--- src/hw/dsau_pkg.sv ---
// Shared constants and carriers for the data space access unit
package dsau_pkg;
  localparam int AW = 16;
  localparam int DW = 16;
  // Address map of the data space (plain defaults for a generic part)
  localparam logic [15:0] Y_BASE = 16'h1800;
  localparam logic [15:0] Y_LAST = 16'h1FFF;
  localparam logic [15:0] MEM_LAST = 16'h27FF;
  localparam logic [15:0] SFR_TOP = 16'h0800;
  localparam logic [15:0] NEAR_LAST = 16'h1FFF;
  localparam logic [15:0] ZERO_WORD = 16'h0000;
  localparam logic [15:0] STEP_BYTE = 16'h0001;
  localparam logic [15:0] STEP_WORD = 16'h0002;
  localparam logic [15:0] SP_RESET = 16'h0800;
  localparam int NEAR_W = 13;
  localparam logic [7:0] ZERO_BYTE = 8'h00;
  // Register port offsets
  localparam logic [3:0] REG_STACK_LIMIT = 4'h0;
  localparam logic [3:0] REG_STACK_PTR = 4'h1;
  localparam logic [3:0] REG_STATUS = 4'h2;
  localparam logic [3:0] REG_MOD_START = 4'h3;
  localparam logic [3:0] REG_MOD_END = 4'h4;
  localparam logic [3:0] REG_CTRL = 4'h5;
  localparam int CTRL_XMOD = 0;
  localparam int CTRL_YMOD = 1;
  localparam int CTRL_BREV = 2;

  // Kind of access requested by the core
  typedef enum logic [2:0] {
    OP_READ = 3'h0, OP_WRITE = 3'h1, OP_PUSH = 3'h2, OP_POP = 3'h3,
    OP_MAC = 3'h4, OP_CALL = 3'h5, OP_EXC = 3'h6, OP_IDLE = 3'h7
  } op_t;

  typedef enum logic [1:0] {
    AM_INDIRECT = 2'h0, AM_POSTINC = 2'h1, AM_NEAR = 2'h2, AM_DIRECT16 = 2'h3
  } amode_t;

  typedef struct packed {
    op_t op;
    amode_t amode;
    logic byte_op;
    logic [15:0] ptr;
    logic [15:0] wdata;
    logic [15:0] pc_hi;
    logic [7:0] status_low_byte;
  } req_t;

  typedef struct packed {
    logic [15:0] x_ptr;
    logic [15:0] y_ptr;
  } mac_req_t;

  typedef struct packed {
    logic [15:0] addr;
    logic [2:0] op;
    logic byte_op;
  } fault_t;
endpackage

--- src/hw/data_space_access_unit.sv ---
// Data space access unit: X/Y paths, alignment, stack pointer and limit checks
// What this block does
// Every data write goes over the X write bus; Y bus only reads.
// MAC prefetch: Y pointers address Y space, X pointers X space, concurrently.
// Accumulator write-back uses X bus and may target any data address.
// Bit-reversed addressing applies only to X space writes.
// Modulo addressing available on X accesses and Y prefetches.
// MAC prefetch crossing into the other space returns zero.
// Unimplemented address returns zero and raises address error trap.
// Addresses are 16-bit byte addresses over 64 Kbytes of words.
// Byte read fetches word, bit 0 picks byte, placed on low lane.
// Byte write strobes only the matching lane; shared word decode.
// Y read path fetches words only.
// Post-increment steps one for bytes, two for words.
// Odd word access traps; read completes, write is suppressed.
// Byte load updates only the low byte of the register.
// Near direct reaches 0x0000-0x1FFF by 13 bits; move direct uses 16 bits.
// Stack pointer names first free word, post-increments push, pre-decrements pop.
// Call push zero-extends upper PC word.
// Exception push places status low byte in upper PC word high byte.
// Stack limit not reset; its bit 0 reads zero.
// Stack address compared with limit; push at equal ok, next push traps.
// Stack address below 0x0800 raises stack error trap.
// Software avoids stack-pointer indirect read right after a limit write.
// Address and stack error traps are separate pulses with fault context.
`timescale 1ns/1ns
`default_nettype none
module data_space_access_unit (
  // Clock and reset
  input wire logic clk_sys,
  input wire logic rst,
  // Core access request
  input wire logic req_valid,
  input wire dsau_pkg::req_t req,
  input wire logic [15:0] dest_reg_old,
  input wire logic mac_valid,
  input wire dsau_pkg::mac_req_t mac_req,
  // Memory array (word decode, lane strobes)
  output logic [14:0] mem_word_addr_ff,
  output logic [1:0] mem_lane_we_ff,
  output logic [15:0] mem_wdata_ff,
  output logic [14:0] mem_y_word_addr_ff,
  input wire logic [15:0] mem_rdata,
  input wire logic [15:0] mem_y_rdata,
  // Results to the core
  output logic [15:0] x_rdata_ff,
  output logic [15:0] y_rdata_ff,
  output logic [15:0] dest_reg_new_ff,
  output logic [15:0] ptr_next_ff,
  output logic [15:0] stack_ptr_ff,
  // Traps with fault context
  output logic addr_err_ff,
  output logic stack_err_ff,
  output dsau_pkg::fault_t fault_ff,
  // Register port
  input wire logic [3:0] reg_addr,
  input wire logic [15:0] reg_wdata,
  input wire logic reg_wr,
  input wire logic reg_rd,
  output logic [15:0] reg_rdata_ff
);
  import dsau_pkg::*;

  // ==========================================================================
  // Helper functions
  // ==========================================================================
  function automatic logic in_y(input logic [15:0] a);
    in_y = (a >= Y_BASE) && (a <= Y_LAST);
  endfunction

  function automatic logic unimpl(input logic [15:0] a);
    // Upper half is program-space window, treated as unmapped here
    unimpl = (a > MEM_LAST);
  endfunction

  // Wraps to the window start once the address passes the window end
  function automatic logic [15:0] modwrap(input logic [15:0] a, input logic [15:0] s,
                                          input logic [15:0] e, input logic en);
    modwrap = (en && (a > e)) ? s : a;
  endfunction

  // Mirrors bits 15..1 and keeps bit 0 clear, so a reversed word pointer
  // stays word aligned
  function automatic logic [15:0] bitrev(input logic [15:0] a);
    logic [15:0] r;
    r = ZERO_WORD;
    for (int i = 1; i < 16; i++) begin
      r[i] = a[16-i];
    end
    bitrev = r;
  endfunction

  // ==========================================================================
  // Registers
  // ==========================================================================
  logic [15:0] stack_limit_ff;
  logic [15:0] mod_start_ff;
  logic [15:0] mod_end_ff;
  logic [2:0] ctrl_ff;
  // Status bit 0 records address errors, bit 1 stack errors
  logic [1:0] status_ff;
  logic [15:0] nxt_sp;
  logic [15:0] ea;
  logic [15:0] step;
  logic is_stack, is_write, misaligned, bad_addr, stack_bad;
  logic [15:0] push_word;

  // Stack limit has no reset; bit 0 is held at zero
  // A new limit is compared at once; software keeps stack reads clear of it
  always_ff @(posedge clk_sys) begin
    if (reg_wr && reg_addr == REG_STACK_LIMIT) begin
      stack_limit_ff <= {reg_wdata[15:1], 1'b0};
    end
  end

  // Modulo window and mode control
  always_ff @(posedge clk_sys or posedge rst) begin
    if (rst) begin
      mod_start_ff <= ZERO_WORD;
      mod_end_ff <= ZERO_WORD;
      ctrl_ff <= 3'h0;
    end else begin
      if (reg_wr && reg_addr == REG_MOD_START) begin
        mod_start_ff <= {reg_wdata[15:1], 1'b0};
      end
      if (reg_wr && reg_addr == REG_MOD_END) begin
        mod_end_ff <= reg_wdata;
      end
      if (reg_wr && reg_addr == REG_CTRL) begin
        ctrl_ff <= reg_wdata[2:0];
      end
    end
  end

  // Read port, data one cycle after the strobe
  always_ff @(posedge clk_sys or posedge rst) begin
    if (rst) begin
      reg_rdata_ff <= ZERO_WORD;
    end else if (reg_rd) begin
      case (reg_addr)
        REG_STACK_LIMIT: reg_rdata_ff <= {stack_limit_ff[15:1], 1'b0};
        REG_STACK_PTR: reg_rdata_ff <= stack_ptr_ff;
        REG_STATUS: reg_rdata_ff <= {14'h0000, status_ff};
        REG_MOD_START: reg_rdata_ff <= mod_start_ff;
        REG_MOD_END: reg_rdata_ff <= mod_end_ff;
        REG_CTRL: reg_rdata_ff <= {13'h0000, ctrl_ff};
        default: reg_rdata_ff <= ZERO_WORD;
      endcase
    end else begin
      reg_rdata_ff <= ZERO_WORD;
    end
  end

  // ==========================================================================
  // Effective address generation
  // ==========================================================================
  always_comb begin
    is_stack = (req.op == OP_PUSH) || (req.op == OP_POP) || (req.op == OP_CALL) ||
               (req.op == OP_EXC);
    is_write = (req.op == OP_WRITE) || (req.op == OP_PUSH) || (req.op == OP_CALL) ||
               (req.op == OP_EXC);
    step = req.byte_op ? STEP_BYTE : STEP_WORD;
    nxt_sp = stack_ptr_ff;
    ea = req.ptr;
    case (req.amode)
      AM_NEAR: ea = {3'b000, req.ptr[NEAR_W-1:0]};
      AM_DIRECT16: ea = req.ptr;
      default: ea = req.ptr;
    endcase
    // Bit reversal only for X writes
    if (ctrl_ff[CTRL_BREV] && req.op == OP_WRITE && req.amode == AM_POSTINC) begin
      ea = bitrev(req.ptr);
    end
    // Stack operations override the pointer field: pushes use the free word,
    // pops the word just below it
    if (req.op == OP_PUSH || req.op == OP_CALL || req.op == OP_EXC) begin
      ea = stack_ptr_ff;
      nxt_sp = stack_ptr_ff + STEP_WORD;
    end else if (req.op == OP_POP) begin
      ea = stack_ptr_ff - STEP_WORD;
      nxt_sp = ea;
    end
    misaligned = !req.byte_op && ea[0];
    bad_addr = unimpl(ea);
    // Equal to limit passes, beyond it traps; below SFR top always traps
    stack_bad = is_stack && ((ea > stack_limit_ff) || (ea < SFR_TOP));
    // Upper PC word: zero high byte on call, status byte on exception
    push_word = req.wdata;
    if (req.op == OP_CALL) begin
      push_word = {ZERO_BYTE, req.pc_hi[7:0]};
    end else if (req.op == OP_EXC) begin
      push_word = {req.status_low_byte, req.pc_hi[7:0]};
    end
  end

  // ==========================================================================
  // X path: memory strobes, read data, pointer update
  // ==========================================================================
  always_ff @(posedge clk_sys or posedge rst) begin
    if (rst) begin
      mem_word_addr_ff <= 15'h0000;
      mem_lane_we_ff <= 2'b00;
      mem_wdata_ff <= ZERO_WORD;
      ptr_next_ff <= ZERO_WORD;
    end else begin
      mem_lane_we_ff <= 2'b00;
      if (req_valid && req.op != OP_IDLE) begin
        mem_word_addr_ff <= ea[15:1];
        // Misaligned or unmapped writes are dropped; stack overflow still writes
        if (is_write && !misaligned && !bad_addr) begin
          if (req.byte_op) begin
            mem_lane_we_ff <= ea[0] ? 2'b10 : 2'b01;
            mem_wdata_ff <= {push_word[7:0], push_word[7:0]};
          end else begin
            mem_lane_we_ff <= 2'b11;
            mem_wdata_ff <= push_word;
          end
        end
        ptr_next_ff <= modwrap(req.ptr + step, mod_start_ff, mod_end_ff,
                               ctrl_ff[CTRL_XMOD]);
      end else if (mac_valid) begin
        // A core access owns the X bus; a prefetch drives it only when idle
        mem_word_addr_ff <= mac_req.x_ptr[15:1];
      end
    end
  end

  // Read return captured one cycle after the address
  logic rd_pending_ff, rd_byte_ff, rd_hi_ff, rd_zero_ff;
  logic [15:0] rd_old_ff;
  logic x_cross_ff, y_cross_ff, mac_pend_ff;
  always_ff @(posedge clk_sys or posedge rst) begin
    if (rst) begin
      rd_pending_ff <= 1'b0;
      rd_byte_ff <= 1'b0;
      rd_hi_ff <= 1'b0;
      rd_zero_ff <= 1'b0;
      rd_old_ff <= ZERO_WORD;
    end else begin
      rd_pending_ff <= req_valid && (req.op == OP_READ || req.op == OP_POP);
      rd_byte_ff <= req.byte_op;
      rd_hi_ff <= ea[0];
      rd_zero_ff <= bad_addr;
      rd_old_ff <= dest_reg_old;
    end
  end

  // Byte reads select the lane and merge into the destination low byte
  always_ff @(posedge clk_sys or posedge rst) begin
    if (rst) begin
      x_rdata_ff <= ZERO_WORD;
      dest_reg_new_ff <= ZERO_WORD;
    end else if (rd_pending_ff) begin
      if (rd_zero_ff) begin
        x_rdata_ff <= ZERO_WORD;
        dest_reg_new_ff <= rd_byte_ff ? {rd_old_ff[15:8], ZERO_BYTE} : ZERO_WORD;
      end else if (rd_byte_ff) begin
        x_rdata_ff <= {ZERO_BYTE, rd_hi_ff ? mem_rdata[15:8] : mem_rdata[7:0]};
        dest_reg_new_ff <= {rd_old_ff[15:8],
                            rd_hi_ff ? mem_rdata[15:8] : mem_rdata[7:0]};
      end else begin
        x_rdata_ff <= mem_rdata;
        dest_reg_new_ff <= mem_rdata;
      end
    end else if (mac_pend_ff) begin
      // Prefetch operand shares the X read path; the destination register is
      // left alone, only the operand moves
      x_rdata_ff <= x_cross_ff ? ZERO_WORD : mem_rdata;
    end
  end

  // ==========================================================================
  // MAC dual prefetch: X pointer on X bus, Y pointer on read-only Y bus
  // ==========================================================================
  logic [15:0] y_ea;
  // Y modulo wraps the pointer before the space check, so a prefetch that
  // wraps back into Y is not a crossing
  always_comb begin
    y_ea = modwrap(mac_req.y_ptr, mod_start_ff, mod_end_ff, ctrl_ff[CTRL_YMOD]);
  end

  // Y bus carries word addresses only, never a write strobe
  always_ff @(posedge clk_sys or posedge rst) begin
    if (rst) begin
      mem_y_word_addr_ff <= 15'h0000;
      x_cross_ff <= 1'b0;
      y_cross_ff <= 1'b0;
      mac_pend_ff <= 1'b0;
    end else begin
      mac_pend_ff <= mac_valid;
      if (mac_valid) begin
        mem_y_word_addr_ff <= y_ea[15:1];
        x_cross_ff <= in_y(mac_req.x_ptr);
        y_cross_ff <= !in_y(y_ea);
      end
    end
  end

  // Crossed prefetches return zero words
  always_ff @(posedge clk_sys or posedge rst) begin
    if (rst) begin
      y_rdata_ff <= ZERO_WORD;
    end else if (mac_pend_ff) begin
      y_rdata_ff <= y_cross_ff ? ZERO_WORD : mem_y_rdata;
    end
  end

  // ==========================================================================
  // Stack pointer and traps
  // ==========================================================================
  // A software write of the pointer wins over a stack access in the same
  // cycle; bit 0 is forced low so the stack stays word aligned
  always_ff @(posedge clk_sys or posedge rst) begin
    if (rst) begin
      stack_ptr_ff <= SP_RESET;
    end else if (reg_wr && reg_addr == REG_STACK_PTR) begin
      stack_ptr_ff <= {reg_wdata[15:1], 1'b0};
    end else if (req_valid && is_stack) begin
      stack_ptr_ff <= nxt_sp;
    end
  end

  // One-cycle trap pulses with the faulting context; status keeps them sticky
  always_ff @(posedge clk_sys or posedge rst) begin
    if (rst) begin
      addr_err_ff <= 1'b0;
      stack_err_ff <= 1'b0;
      fault_ff <= '0;
      status_ff <= 2'b00;
    end else begin
      addr_err_ff <= req_valid && (misaligned || bad_addr);
      stack_err_ff <= req_valid && stack_bad;
      if (req_valid && (misaligned || bad_addr || stack_bad)) begin
        fault_ff <= '{addr: ea, op: req.op, byte_op: req.byte_op};
      end
      // Set wins over a software clear in the same cycle
      status_ff[0] <= (req_valid && (misaligned || bad_addr)) ||
                      (status_ff[0] && !(reg_wr && reg_addr == REG_STATUS && reg_wdata[0]));
      status_ff[1] <= (req_valid && stack_bad) ||
                      (status_ff[1] && !(reg_wr && reg_addr == REG_STATUS && reg_wdata[1]));
    end
  end
endmodule
`default_nettype wire

--- config.mk ---
export PLATFORM = sky130hd
export DESIGN_NAME = data_space_access_unit
export DESIGN_NICKNAME = d
export VERILOG_FILES = /design/src/hw/dsau_pkg.sv /design/src/hw/data_space_access_unit.sv
export SDC_FILE = /design/constraint.sdc
export NUM_CORES = 1
export LEC_CHECK = 0
export ABC_CLOCK_PERIOD_IN_PS = 5950
export BUFFER_PORTS_ARGS = -buffer_cell sky130_fd_sc_hd__buf_2
export CAP_MARGIN = 15
export CORE_MARGIN = 8
export CORE_UTILIZATION = 48
export DETAILED_ROUTE_END_ITERATION = 12
export HOLD_SLACK_MARGIN = 0.05
export PLACE_DENSITY_LB_ADDON = 0.12
export SLEW_MARGIN = 20
export SYNTH_ARGS = -nofsm -noshare
export SYNTH_HDL_FRONTEND = slang
export SYNTH_SLANG_ARGS = --single-unit
--- constraint.sdc ---
create_clock -name clk_sys -period 5.95 [get_ports clk_sys]
set_input_delay 0.2975 -clock clk_sys [delete_from_list [all_inputs] [get_ports clk_sys]]
set_output_delay 0.2975 -clock clk_sys [all_outputs]
set_load 0.01 [all_outputs]
* Yosys cells after proc, flatten, opt, wreduce, memory -nomap -nowiden
Index checks and enable logic that the tools add are counted.
Storage, ports and cells: flip-flop bits (word level) 240, output and inout bits 166
Cells by class: $add $sub $neg 3, order comparisons 9, equality and inequality tests 13, muxes and demuxes 32, reductions and logical operators 54
Operators by type and width (count):
- 2-to-1 mux 16 bit | 23
- case mux 16 bit (6 select lines) | 1
- > comparator 16 bit | 3
- greater-or-equal comparator 16 x 13 -> 1 bit (second input constant) | 2
- <= comparator 16 x 13 -> 1 bit (second input constant) | 2
- 2-to-1 mux 15 bit | 2
- logical AND 1 bit | 26
- adder 16 x 2 -> 16 bit | 1
- adder 16 x 2 -> 16 bit (second input constant) | 1
- > comparator 16 x 14 -> 1 bit (second input constant) | 1
- < comparator 16 x 12 -> 1 bit (second input constant) | 1
- subtractor 16 x 2 -> 16 bit (second input constant) | 1
- logical OR 1 bit | 14
- 2-to-1 mux 2 bit | 5
- equality test 4 x 2 -> 1 bit (second input constant) | 2
- equality test 4 x 3 -> 1 bit (second input constant) | 2
- 2-to-1 mux 8 bit | 1
- equality test 3 x 2 -> 1 bit (second input constant) | 2
- equality test 3 bit (second input constant) | 2
- zero test 1 bit | 6
- nonzero test 2 bit | 3
- equality test 4 x 1 -> 1 bit (second input constant) | 1
- zero test 4 bit | 1
- AND reduction 2 bit | 2
- 6 further kinds | 6

* Logic depth before layout (Yosys ltp)
Gate-level depths: netlist of run 1.
depth in word-level cells 12, gate-level depth with buffers 20, gate-level depth less buffers 17

* Worst setup path after synthesis of run 1
OpenSTA, ideal clock, no wires.
path type reg-to-reg, start reg stack_ptr_ff[1], end reg fault_ff[0] (netlist name), setup time 0.125 ns, arrival 4.376 ns, required time 5.825 ns, setup slack 1.449 ns, stages on the path, launching flop included 20, buffers on the path 3, clock period less this slack 4.501 ns, cells stage by stage dfrtp_1 -> buf_2 -> inv_1 -> ha_1 -> or4b_4 -> buf_6 -> or4_2 -> a21oi_1 -> nor2_1 -> a21oi_1 -> ha_1 -> a21o_1 -> a21oi_1 -> o21ai_0 -> a221oi_1 -> a21oi_1 -> a41oi_1 -> a21bo_4 -> buf_12 -> mux2_4
On the way: longest elaborated chain between the ends 8, elaborated cells on any way between the ends 11
Ends and longest elaborated chain:
- from (decl) | line data_space_access_unit.sv:50 | output logic [15:0] stack_ptr_ff,
- from (signal assigned) | line data_space_access_unit.sv:317 | stack_ptr_ff <= {reg_wdata[15:1], 1'b0};
- from (signal assigned) | line data_space_access_unit.sv:319 | stack_ptr_ff <= nxt_sp;
- subtractor 16 x 2 -> 16 bit (*) | line data_space_access_unit.sv:180 | ea = stack_ptr_ff - STEP_WORD;
- 2-to-1 mux 16 bit (*) | line data_space_access_unit.sv:179 | end else if (req.op == OP_POP) begin
- 2-to-1 mux 16 bit (*) | line data_space_access_unit.sv:176 | if (req.op == OP_PUSH || req.op == OP_CALL || req.op == OP_EXC) begin
- net ea[9] | line data_space_access_unit.sv:103 | logic [15:0] ea;
- > comparator 16 bit / < comparator 16 x 12 -> 1 bit (equally long branches) | line data_space_access_unit.sv:186 | stack_bad = is_stack && ((ea > stack_limit_ff) || (ea < SFR_TOP));
- logical OR 1 bit | line data_space_access_unit.sv:186
- logical AND 1 bit | line data_space_access_unit.sv:186
- logical OR 1 bit (*) | line data_space_access_unit.sv:333 | if (req_valid && (misaligned || bad_addr || stack_bad)) begin
- logical AND 1 bit (*) | line data_space_access_unit.sv:333
- to (signal assigned) | line data_space_access_unit.sv:334 | fault_ff <= '{addr: ea, op: req.op, byte_op: req.byte_op};
- to (decl) | line data_space_access_unit.sv:54 | output dsau_pkg::fault_t fault_ff,
The timed path passes the listed nets; every way through them passes the cells marked *. A chain may end at the register's enable or synchronous reset.

* Worst setup path after layout of run 1
start reg stack_ptr_ff[1], end reg fault_ff[6] (netlist name)
The elaborated chain is that of the path after synthesis.

==> results of run 1 <==
## synth_stat cells, types with 16 or more instances
cell	instances
xnor2_1	19
nand3_1	26
inv_1	57
nor2_1	103
a22oi_1	20
a31o_2	16
mux2_4	20
nand2_1	109
nor2b_1	34
dfrtp_1	215
o21ai_0	56
mux2i_1	57
clkbuf_1	44
ha_1	51
mux2_2	50
a21oi_1	118
## metal layers
layer  wire length [µm]  up-vias
met5                 27        -
met4                929        4
met3               3400       66
met2              19800      414
met1              18600     5298
li1                   -     5042
## placed cells by master (no fill, tap or decap), drive strengths merged, types with 14 or more instances in the layout
cell type / count
dlygate4sd3: 40
a21oi: 118
nor2: 104
nor2b: 34
mux2: 80
xnor2: 19
clkbuf: 41
nand3: 26
a222oi: 14
o21ai: 56
buf: 323
nand2: 111
o22ai: 15
inv: 56
dfrtp: 215
a31o: 16
edfxtp: 15
ha: 51
mux2i: 57
a22oi: 20
## critical path, stage by stage, from the launching register on
cell and delay (ps):
dfrtp_1 510, inv_1 190, ha_1 310, or4b_4 570
or4_2 640, a21oi_1 180, nor2_1 60, a21oi_1 360
ha_1 330, a21o_1 160, a21oi_1 140, o21ai_0 110
a221oi_1 270, a21oi_1 110, a41oi_1 260, a21bo_4 400
mux2_4 340
## cell type report
class,instances,share of cell area (%)
Clock inverter,6,0.396
Tap cell,335,2.70
Sequential cell,231,37.8
Antenna cell,4,0.0646
Inverter,58,1.43
Clock buffer,41,5.15
Multi-Input combinational cell,862,39.3
Timing Repair Buffer,363,13.1
## registers in the layout, summed over array words and instances, names as in the netlist, 16 cells and up
name             cells
y_rdata_ff          16
x_rdata_ff          16
mod_end_ff          16
mem_wdata_ff        16
fault_ff            20
ptr_next_ff         16
reg_rdata_ff        16
dest_reg_new_ff     16
## power groups by stage
| stage | Combinational [mW] | Sequential, mW | Clock, mW |
|---|---|---|---|
| after global placement | 1.54 | 2.27 | 0 |
| final | 1.58 | 2.28 | 1.61 |
| after global routing | 1.73 | 2.32 | 1.70 |
| after CTS | 1.59 | 2.27 | 1.64 |
| after floorplan | 0.942 | 2.24 | 0 |
| after detailed placement | 1.56 | 2.29 | 0 |
## stage by stage
step	utilization [%]	hold WS [ps]	area [µm²]	setup WS (ps)	cells
after detailed placement	54.9	272	14200	946	1809
final	59.8	68.8	15500	861	1900
after floorplan	-	329	12600	1450	1223
after global placement	54.9	279	14200	1020	1809
after CTS	59.7	53.9	15500	905	1896
after global routing	59.8	52.8	15500	606	1897
## final timing paths
path                                             startpoint                              end  slack, ps  cells after the start
worst max-delay path            stack_ptr_ff[1]$_DFFE_PP0P_          fault_ff[6]$_DFFE_PP0P_        860                     16
worst min-delay path                           reg_wdata[9]      stack_limit_ff[9]$_DFFE_PP_         70                      1
worst max register to register  stack_ptr_ff[1]$_DFFE_PP0P_          fault_ff[6]$_DFFE_PP0P_        860                     16
worst min register to register  ptr_next_ff[14]$_DFFE_PP0P_      ptr_next_ff[14]$_DFFE_PP0P_        480                      2
max in group asynchronous                               rst     stack_ptr_ff[15]$_DFFE_PP0P_       4440                      4
min in group asynchronous                               rst  mem_word_addr_ff[4]$_DFFE_PP0P_        270                      3
## cell families (layout without fill, tap and decap cells)
logic type               after synthesis  after routing  share of synthesized area, %
AO/OA/AOI/OAI                        302            302                          15.4
buffers and inverters                130            468                          5.34
flip-flops                           231            231                          46.6
multiplexers                         137            137                          12.3
adder cells (fa/ha/maj)               52             52                          5.24
AND/OR/NAND/NOR                      339            339                          12.9
XOR/XNOR                              31             31                          2.16
other                                  1              5                        0.0298
## what timing repair did
| action | in CTS | in global routing |
|---|---|---|
| hold endpoints to repair | 57 | 0 |
| hold buffers | 40 | 0 |
| buffers inserted | 0 | 0 |
==> summary.txt, run 1 <==
Run status
  • Status: finished clean

Yosys
  • Mean post-synth cell area: between 10 and 15 µm²
  • Mapped Cells: about 1200
  • Post-synth ARST share: 93.5%
  • Post-synth cell types: 86
  • Yosys top cell by area: dfrtp_1
  • Syn_nets: ~1400
  • Register area share after synthesis: a little under half
  • Top cells by area, synth: dfrtp_1 43%, ha_1 5.1%, a21oi_1 4.7%, mux2i_1 4.5%, mux2_2 4.5%
  • Syn Std Cell Area: around 13000 µm²
  • Ys flop type: dfrtp_1
  • Synth warn: 0
  • EDFF count, synth: 15
  • Synthesis-stage register bit count: roughly 230
  • Share of the synthesized area in the top cell type: between 40 and 50%

Drt
  • # DRC: 0
  • Vias/cell: between 5 and 6
  • Routed WL: between 40 and 50 mm
  • Vias: between 10000 and 15000
  • Iteration-0 DRC Markers: 890
  • Avg WL per Cell: ~23 µm
  • Routed Antenna Nets: 0
  • DRT Pass-1 Iters: 8

Global routing
  • Grt ovf: 0
  • Largest net degree at the start of global routing: 75
  • Initial antenna violation count: 4
  • Layer with the highest usage: met2
  • M1 GR Usage: ~37%
  • Grt met3 use: roughly 4.5%
  • Met2 Use GR: 42.0%
  • First-pass GRT wire length: 65.0 mm
  • Vias in the first global route: between 10000 and 15000
  • Tot GR Track Use: 26.4%

STA
  • Slew @ Worst Pin: between 1000 and 1500 ps
  • Fin crit period: ~5100 ps
  • Fmax: between 150 and 200 MHz
  • Final Max Tran Viols: 0
  • # setup viols final: 0
  • RSZ-0062 raised after global routing: false
  • Slew Limit Headroom: between 30% and 40%
  • Tcrit/Tclk final: ~86%
  • Setup TNS: 0 ps
  • Hold Vio Cnt, Final: 0
  • Fin Clk Skew: around 21 ps

Place
  • IO buf count: roughly 320
  • RD Place Congestion: slightly below 0.9
  • Post-DP HPWL: 32.6 mm

Clock network
  • Post-cts resize count: 0
  • Num CTS Buffers: 26
  • Clock root buffer: clkbuf_16
  • CTS sink cnt: around 230
  • CTS H-tree depth: 1
  • Worst-skew pair later-pin latency: around 530 ps
  • Clk slew on worst S/H paths: around 60 ps
  • Clock tree buffer depth: 3
  • CTS tree: done

Floorplan
  • Die Width: 178 µm
  • Ports: between 300 and 400
  • Chip Height: roughly 180 µm
  • CORE AREA: between 20000 and 30000 µm²
  • # rows: just under 60
  • Initial Util: approximately half
  • DIE AREA: around 32000 µm²

Power
  • Worst VDD drop: between 200 and 250 µV
  • Pint: 3.57 mW
  • Clock Power Share: 29.4%
  • P_sw: 1.89 mW
  • Sequential share of power: about two fifths
  • Total power: 5.46 mW
  • Pwr/cell area: between 300 and 400 nW/µm²
  • Sw Ratio: between 30 and 40%
  • LEAKAGE: 7.51 nW
  • Combinational cell fraction of total power: between 20% and 30%

Layout
  • Area occupied by registers: 5860 µm²
  • Fin nets: 1762
  • Multi-input gate area: about 6100 µm²
  • Area delta synth->final: 23.3%
  • # fillers: approximately 2300
  • Proportion of layout cells with a drive suffix above 1: between 30 and 40%

Critical path
  • Critical Path AT: 5490 ps
  • Setup CP Type: reg2reg
  • CP Max Fanout: 20
  • Crit path launch type: register
  • CP Capture Type: register
  • Worst path required time: roughly 6400 ps

Hold path
  • Hold crit path type: in2reg

Run
  • Max Cap Viol: 0
Power figures use the tool's default switching activity.
==> run 2: changes to the inputs <==
--- a/config.mk
+++ b/config.mk
@@ -5,14 +5,16 @@
 export SDC_FILE = /design/constraint.sdc
 export NUM_CORES = 1
 export LEC_CHECK = 0
-export ABC_CLOCK_PERIOD_IN_PS = 5950
+export ABC_CLOCK_PERIOD_IN_PS = 5200
 export BUFFER_PORTS_ARGS = -buffer_cell sky130_fd_sc_hd__buf_2
 export CAP_MARGIN = 15
 export CORE_MARGIN = 8
-export CORE_UTILIZATION = 48
+export CORE_UTILIZATION = 55
+export CTS_BUF_LIST = sky130_fd_sc_hd__clkbuf_8
 export DETAILED_ROUTE_END_ITERATION = 12
 export HOLD_SLACK_MARGIN = 0.05
 export PLACE_DENSITY_LB_ADDON = 0.12
+export SKIP_CTS_REPAIR_TIMING = 1
 export SLEW_MARGIN = 20
 export SYNTH_ARGS = -nofsm -noshare
 export SYNTH_HDL_FRONTEND = slang
==> constraint.sdc (replaced) <==
create_clock -name clk_sys -period 5.2 [get_ports clk_sys]
set_input_delay 0.26 -clock clk_sys [delete_from_list [all_inputs] [get_ports clk_sys]]
set_output_delay 0.26 -clock clk_sys [all_outputs]
set_load 0.01 [all_outputs]
==> run 2 against run 1 <==
Effect of this change: combinational power rose by 26%; via count rose by 1.8%; largest cell class unchanged; non-clock buffer count rose by 30; largest power group unchanged; power rose by 13%; sequential cell count did not move; utilization rose by 9.4 points; fmax rose by 7.3%; cell area rose by 0.80%; sequential power rose by 9.2%; sequential share of layout area fell by 0.31 points.
==> summary.txt, run 2 (synthesis gave the netlist of run 1 again) <==
Place
  • IO buf count: ~320
  • Post-DP HPWL: approximately 32 mm
  • RD Place Congestion: approximately 0.95

STA
  • Fin Clk Skew: 31.1 ps
  • Tcrit/Tclk final: roughly 91%
  • Setup TNS: 0 ps
  • Fmax: 211 MHz
  • Hold Vio Cnt, Final: 0
  • # setup viols final: 0
  • Final Max Tran Viols: 0
  • Slew @ Worst Pin: 1070 ps
  • Fin crit period: roughly 4700 ps
  • RSZ-0062 raised after global routing: false
  • Slew Limit Headroom: between 20 and 30%

Critical path
  • CP Capture Type: register
  • Setup CP Type: reg2reg
  • Max stage delay cell, worst path: or4_2
  • CP Max Fanout: 20
  • CP Cell Sequence: inv_1 -> ha_1 -> or4b_4 -> or4_2 -> a21oi_1 -> nor2_1 -> a21oi_1 -> ha_1 -> a21o_1 -> a21oi_1 -> o21ai_0 -> a221oi_1 -> a21oi_1 -> a41oi_1 -> a21bo_4 -> mux2_4
  • Critical Path Source: stack_ptr_ff[2]$_DFFE_PP0P_
  • Max incr delay on CP: ~630 ps
  • Worst path required time: roughly 5600 ps
  • Crit path launch type: register
  • CP delay by family, top: compound AO/OA/AOI/OAI gates
  • Reg2Reg Launch Point: stack_ptr_ff[2]$_DFFE_PP0P_
  • CP Buf/Inv Count: 1
  • Reg-to-reg slack, setup: approximately 460 ps
  • Critical Path AT: 5150 ps
  • Crit-path most repeated cell: a21oi_1

Floorplan
  • Ports: 334
  • CORE AREA: 22600 µm²
  • # rows: 55
  • Initial Util: between 50% and 60%
  • DIE AREA: around 28000 µm²
  • Chip Height: approximately 170 µm
  • Die Width: between 150 and 200 µm

Hold path
  • Hold path startpoint: mac_req[19]
  • Hold crit path type: in2reg

Drt
  • DRT Pass-1 Iters: 5
  • Avg WL per Cell: ~22 µm
  • Vias/cell: around 5.8
  • Iteration-0 DRC Markers: approximately 1100
  • Routed WL: approximately 42 mm
  • Routed Antenna Nets: 0
  • Vias: ~11000
  • # DRC: 0

Global routing
  • Grt ovf: 0
  • Tot GR Track Use: around 29%
  • Initial antenna violation count: 1
  • Vias in the first global route: 10899
  • Largest net degree at the start of global routing: 77
  • First-pass GRT wire length: 63.3 mm

Power
  • Sw Ratio: between 30% and 40%
  • Combinational cell fraction of total power: around 32%
  • P_sw: between 2 and 2.5 mW
  • Clock Power Share: a little over a quarter
  • Total power: a little over 6 mW
  • Sequential share of power: slightly above 40%
  • LEAKAGE: approximately 7.7 nW
  • Worst VDD drop: 342 µV
  • Pint: ~4 mW
  • Pwr/cell area: just under 400 nW/µm²

Clock network
  • Clock root buffer: clkbuf_8
  • CTS H-tree depth: 2
  • Clock tree buffer depth: 3
  • CTS tree: done
  • Clk slew on worst S/H paths: roughly 70 ps
  • CTS sink cnt: about 230
  • Worst-skew pair later-pin latency: 550 ps
  • Num CTS Buffers: 40

Layout
  • Commonest non-fill, non-tap cell in the layout: buf_2
  • Most frequent cells in the layout: 315 x buf_2, 215 x dfrtp_1, 118 x a21oi_1, 108 x nand2_1, 103 x nor2_1
  • Fin nets: 1806
  • Largest register by flop count: fault_ff
  • Max reg flops: 20
  • Area delta synth->final: 24.3%
  • Proportion of layout cells with a drive suffix above 1: between 30% and 40%

Run status
  • Status: finished clean

Run
  • Max Cap Viol: 0
==> run 2: cell count changes in the layout (fill, tap and decap cells not counted), sizes merged <==
cell | before | now
bufinv | 1 | 2
clkinvlp | 2 | 4
diode | 4 | 1
clkbuf | 41 | 45
buf | 323 | 338
inv | 56 | 70
dlygate4sd3 | 40 | 55
clkinv | 5 | 8
==> run 2: final cells by class <==
| class | count | area (µm²) |
|---|---|---|
| Antenna cell | 1 | 2.50 |
| Clock buffer | 45 | 619 |
| Clock inverter | 26 | 181 |
| Fill cell | 1797 | 6950 |
| Inverter | 58 | 221 |
| Multi-Input combinational cell | 862 | 6080 |
| Sequential cell | 231 | 5860 |
| Tap cell | 285 | 357 |
| Timing Repair Buffer | 393 | 2300 |
==> run 2: per-stage QoR <==
stage | cell area [µm²] | cells | hold slack [ps] | worst slack, ps | utilization, %
after floorplan | 12600 | 1223 | 291 | 699 | -
after detailed placement | 14300 | 1774 | 234 | 557 | 63.2
after global routing | 15600 | 1901 | 50.2 | 257 | 69.2
after global placement | 14300 | 1774 | 240 | 597 | 63.2
after CTS | 15100 | 1845 | -331 | 506 | 66.7
final | 15600 | 1901 | 46.9 | 457 | 69.2
==> run 2: path summary, 6_finish.rpt <==
kind                                                   endpoint  cells after the start
worst max-delay path                    fault_ff[7]$_DFFE_PP0P_                     16
worst min-delay path            mem_word_addr_ff[2]$_DFFE_PP0P_                      3
worst max register to register          fault_ff[7]$_DFFE_PP0P_                     16
worst min register to register        x_rdata_ff[0]$_DFFE_PP0P_                      2
max in group asynchronous          stack_ptr_ff[10]$_DFFE_PP0P_                      4
min in group asynchronous             x_rdata_ff[1]$_DFFE_PP0P_                      3
==> run 2: worst register-to-register path, cell delays in order (launching register included) <==
cell and delay, ps:
dfrtp_1 480, inv_1 140, ha_1 310, or4b_4 580, or4_2 630, a21oi_1 170
nor2_1 60, a21oi_1 210, ha_1 290, a21o_1 160, a21oi_1 140, o21ai_0 90
a221oi_1 270, a21oi_1 110, a41oi_1 220, a21bo_4 400, mux2_4 360
==> run 2: routing by layer <==
| metal | routed length [µm] | vias to the layer above | global-route usage, % |
|---|---|---|---|
| met5 | 0 | - | 0 |
| met4 | 1290 | 0 | 9.98 |
| li1 | - | 5120 | - |
| met1 | 18100 | 5322 | 38.4 |
| met3 | 3110 | 76 | 6.00 |
| met2 | 19800 | 498 | 46.0 |
==> run 2: power groups by stage <==
stage,registers (mW),clock network [mW],logic (mW)
2_1_floorplan,2.56,0,1.08
3_3_place_gp,2.49,0,1.91
3_5_place_dp,2.51,0,1.95
4_1_cts,2.48,1.70,1.96
5_1_grt,2.53,1.78,2.16
6_report,2.49,1.67,1.99
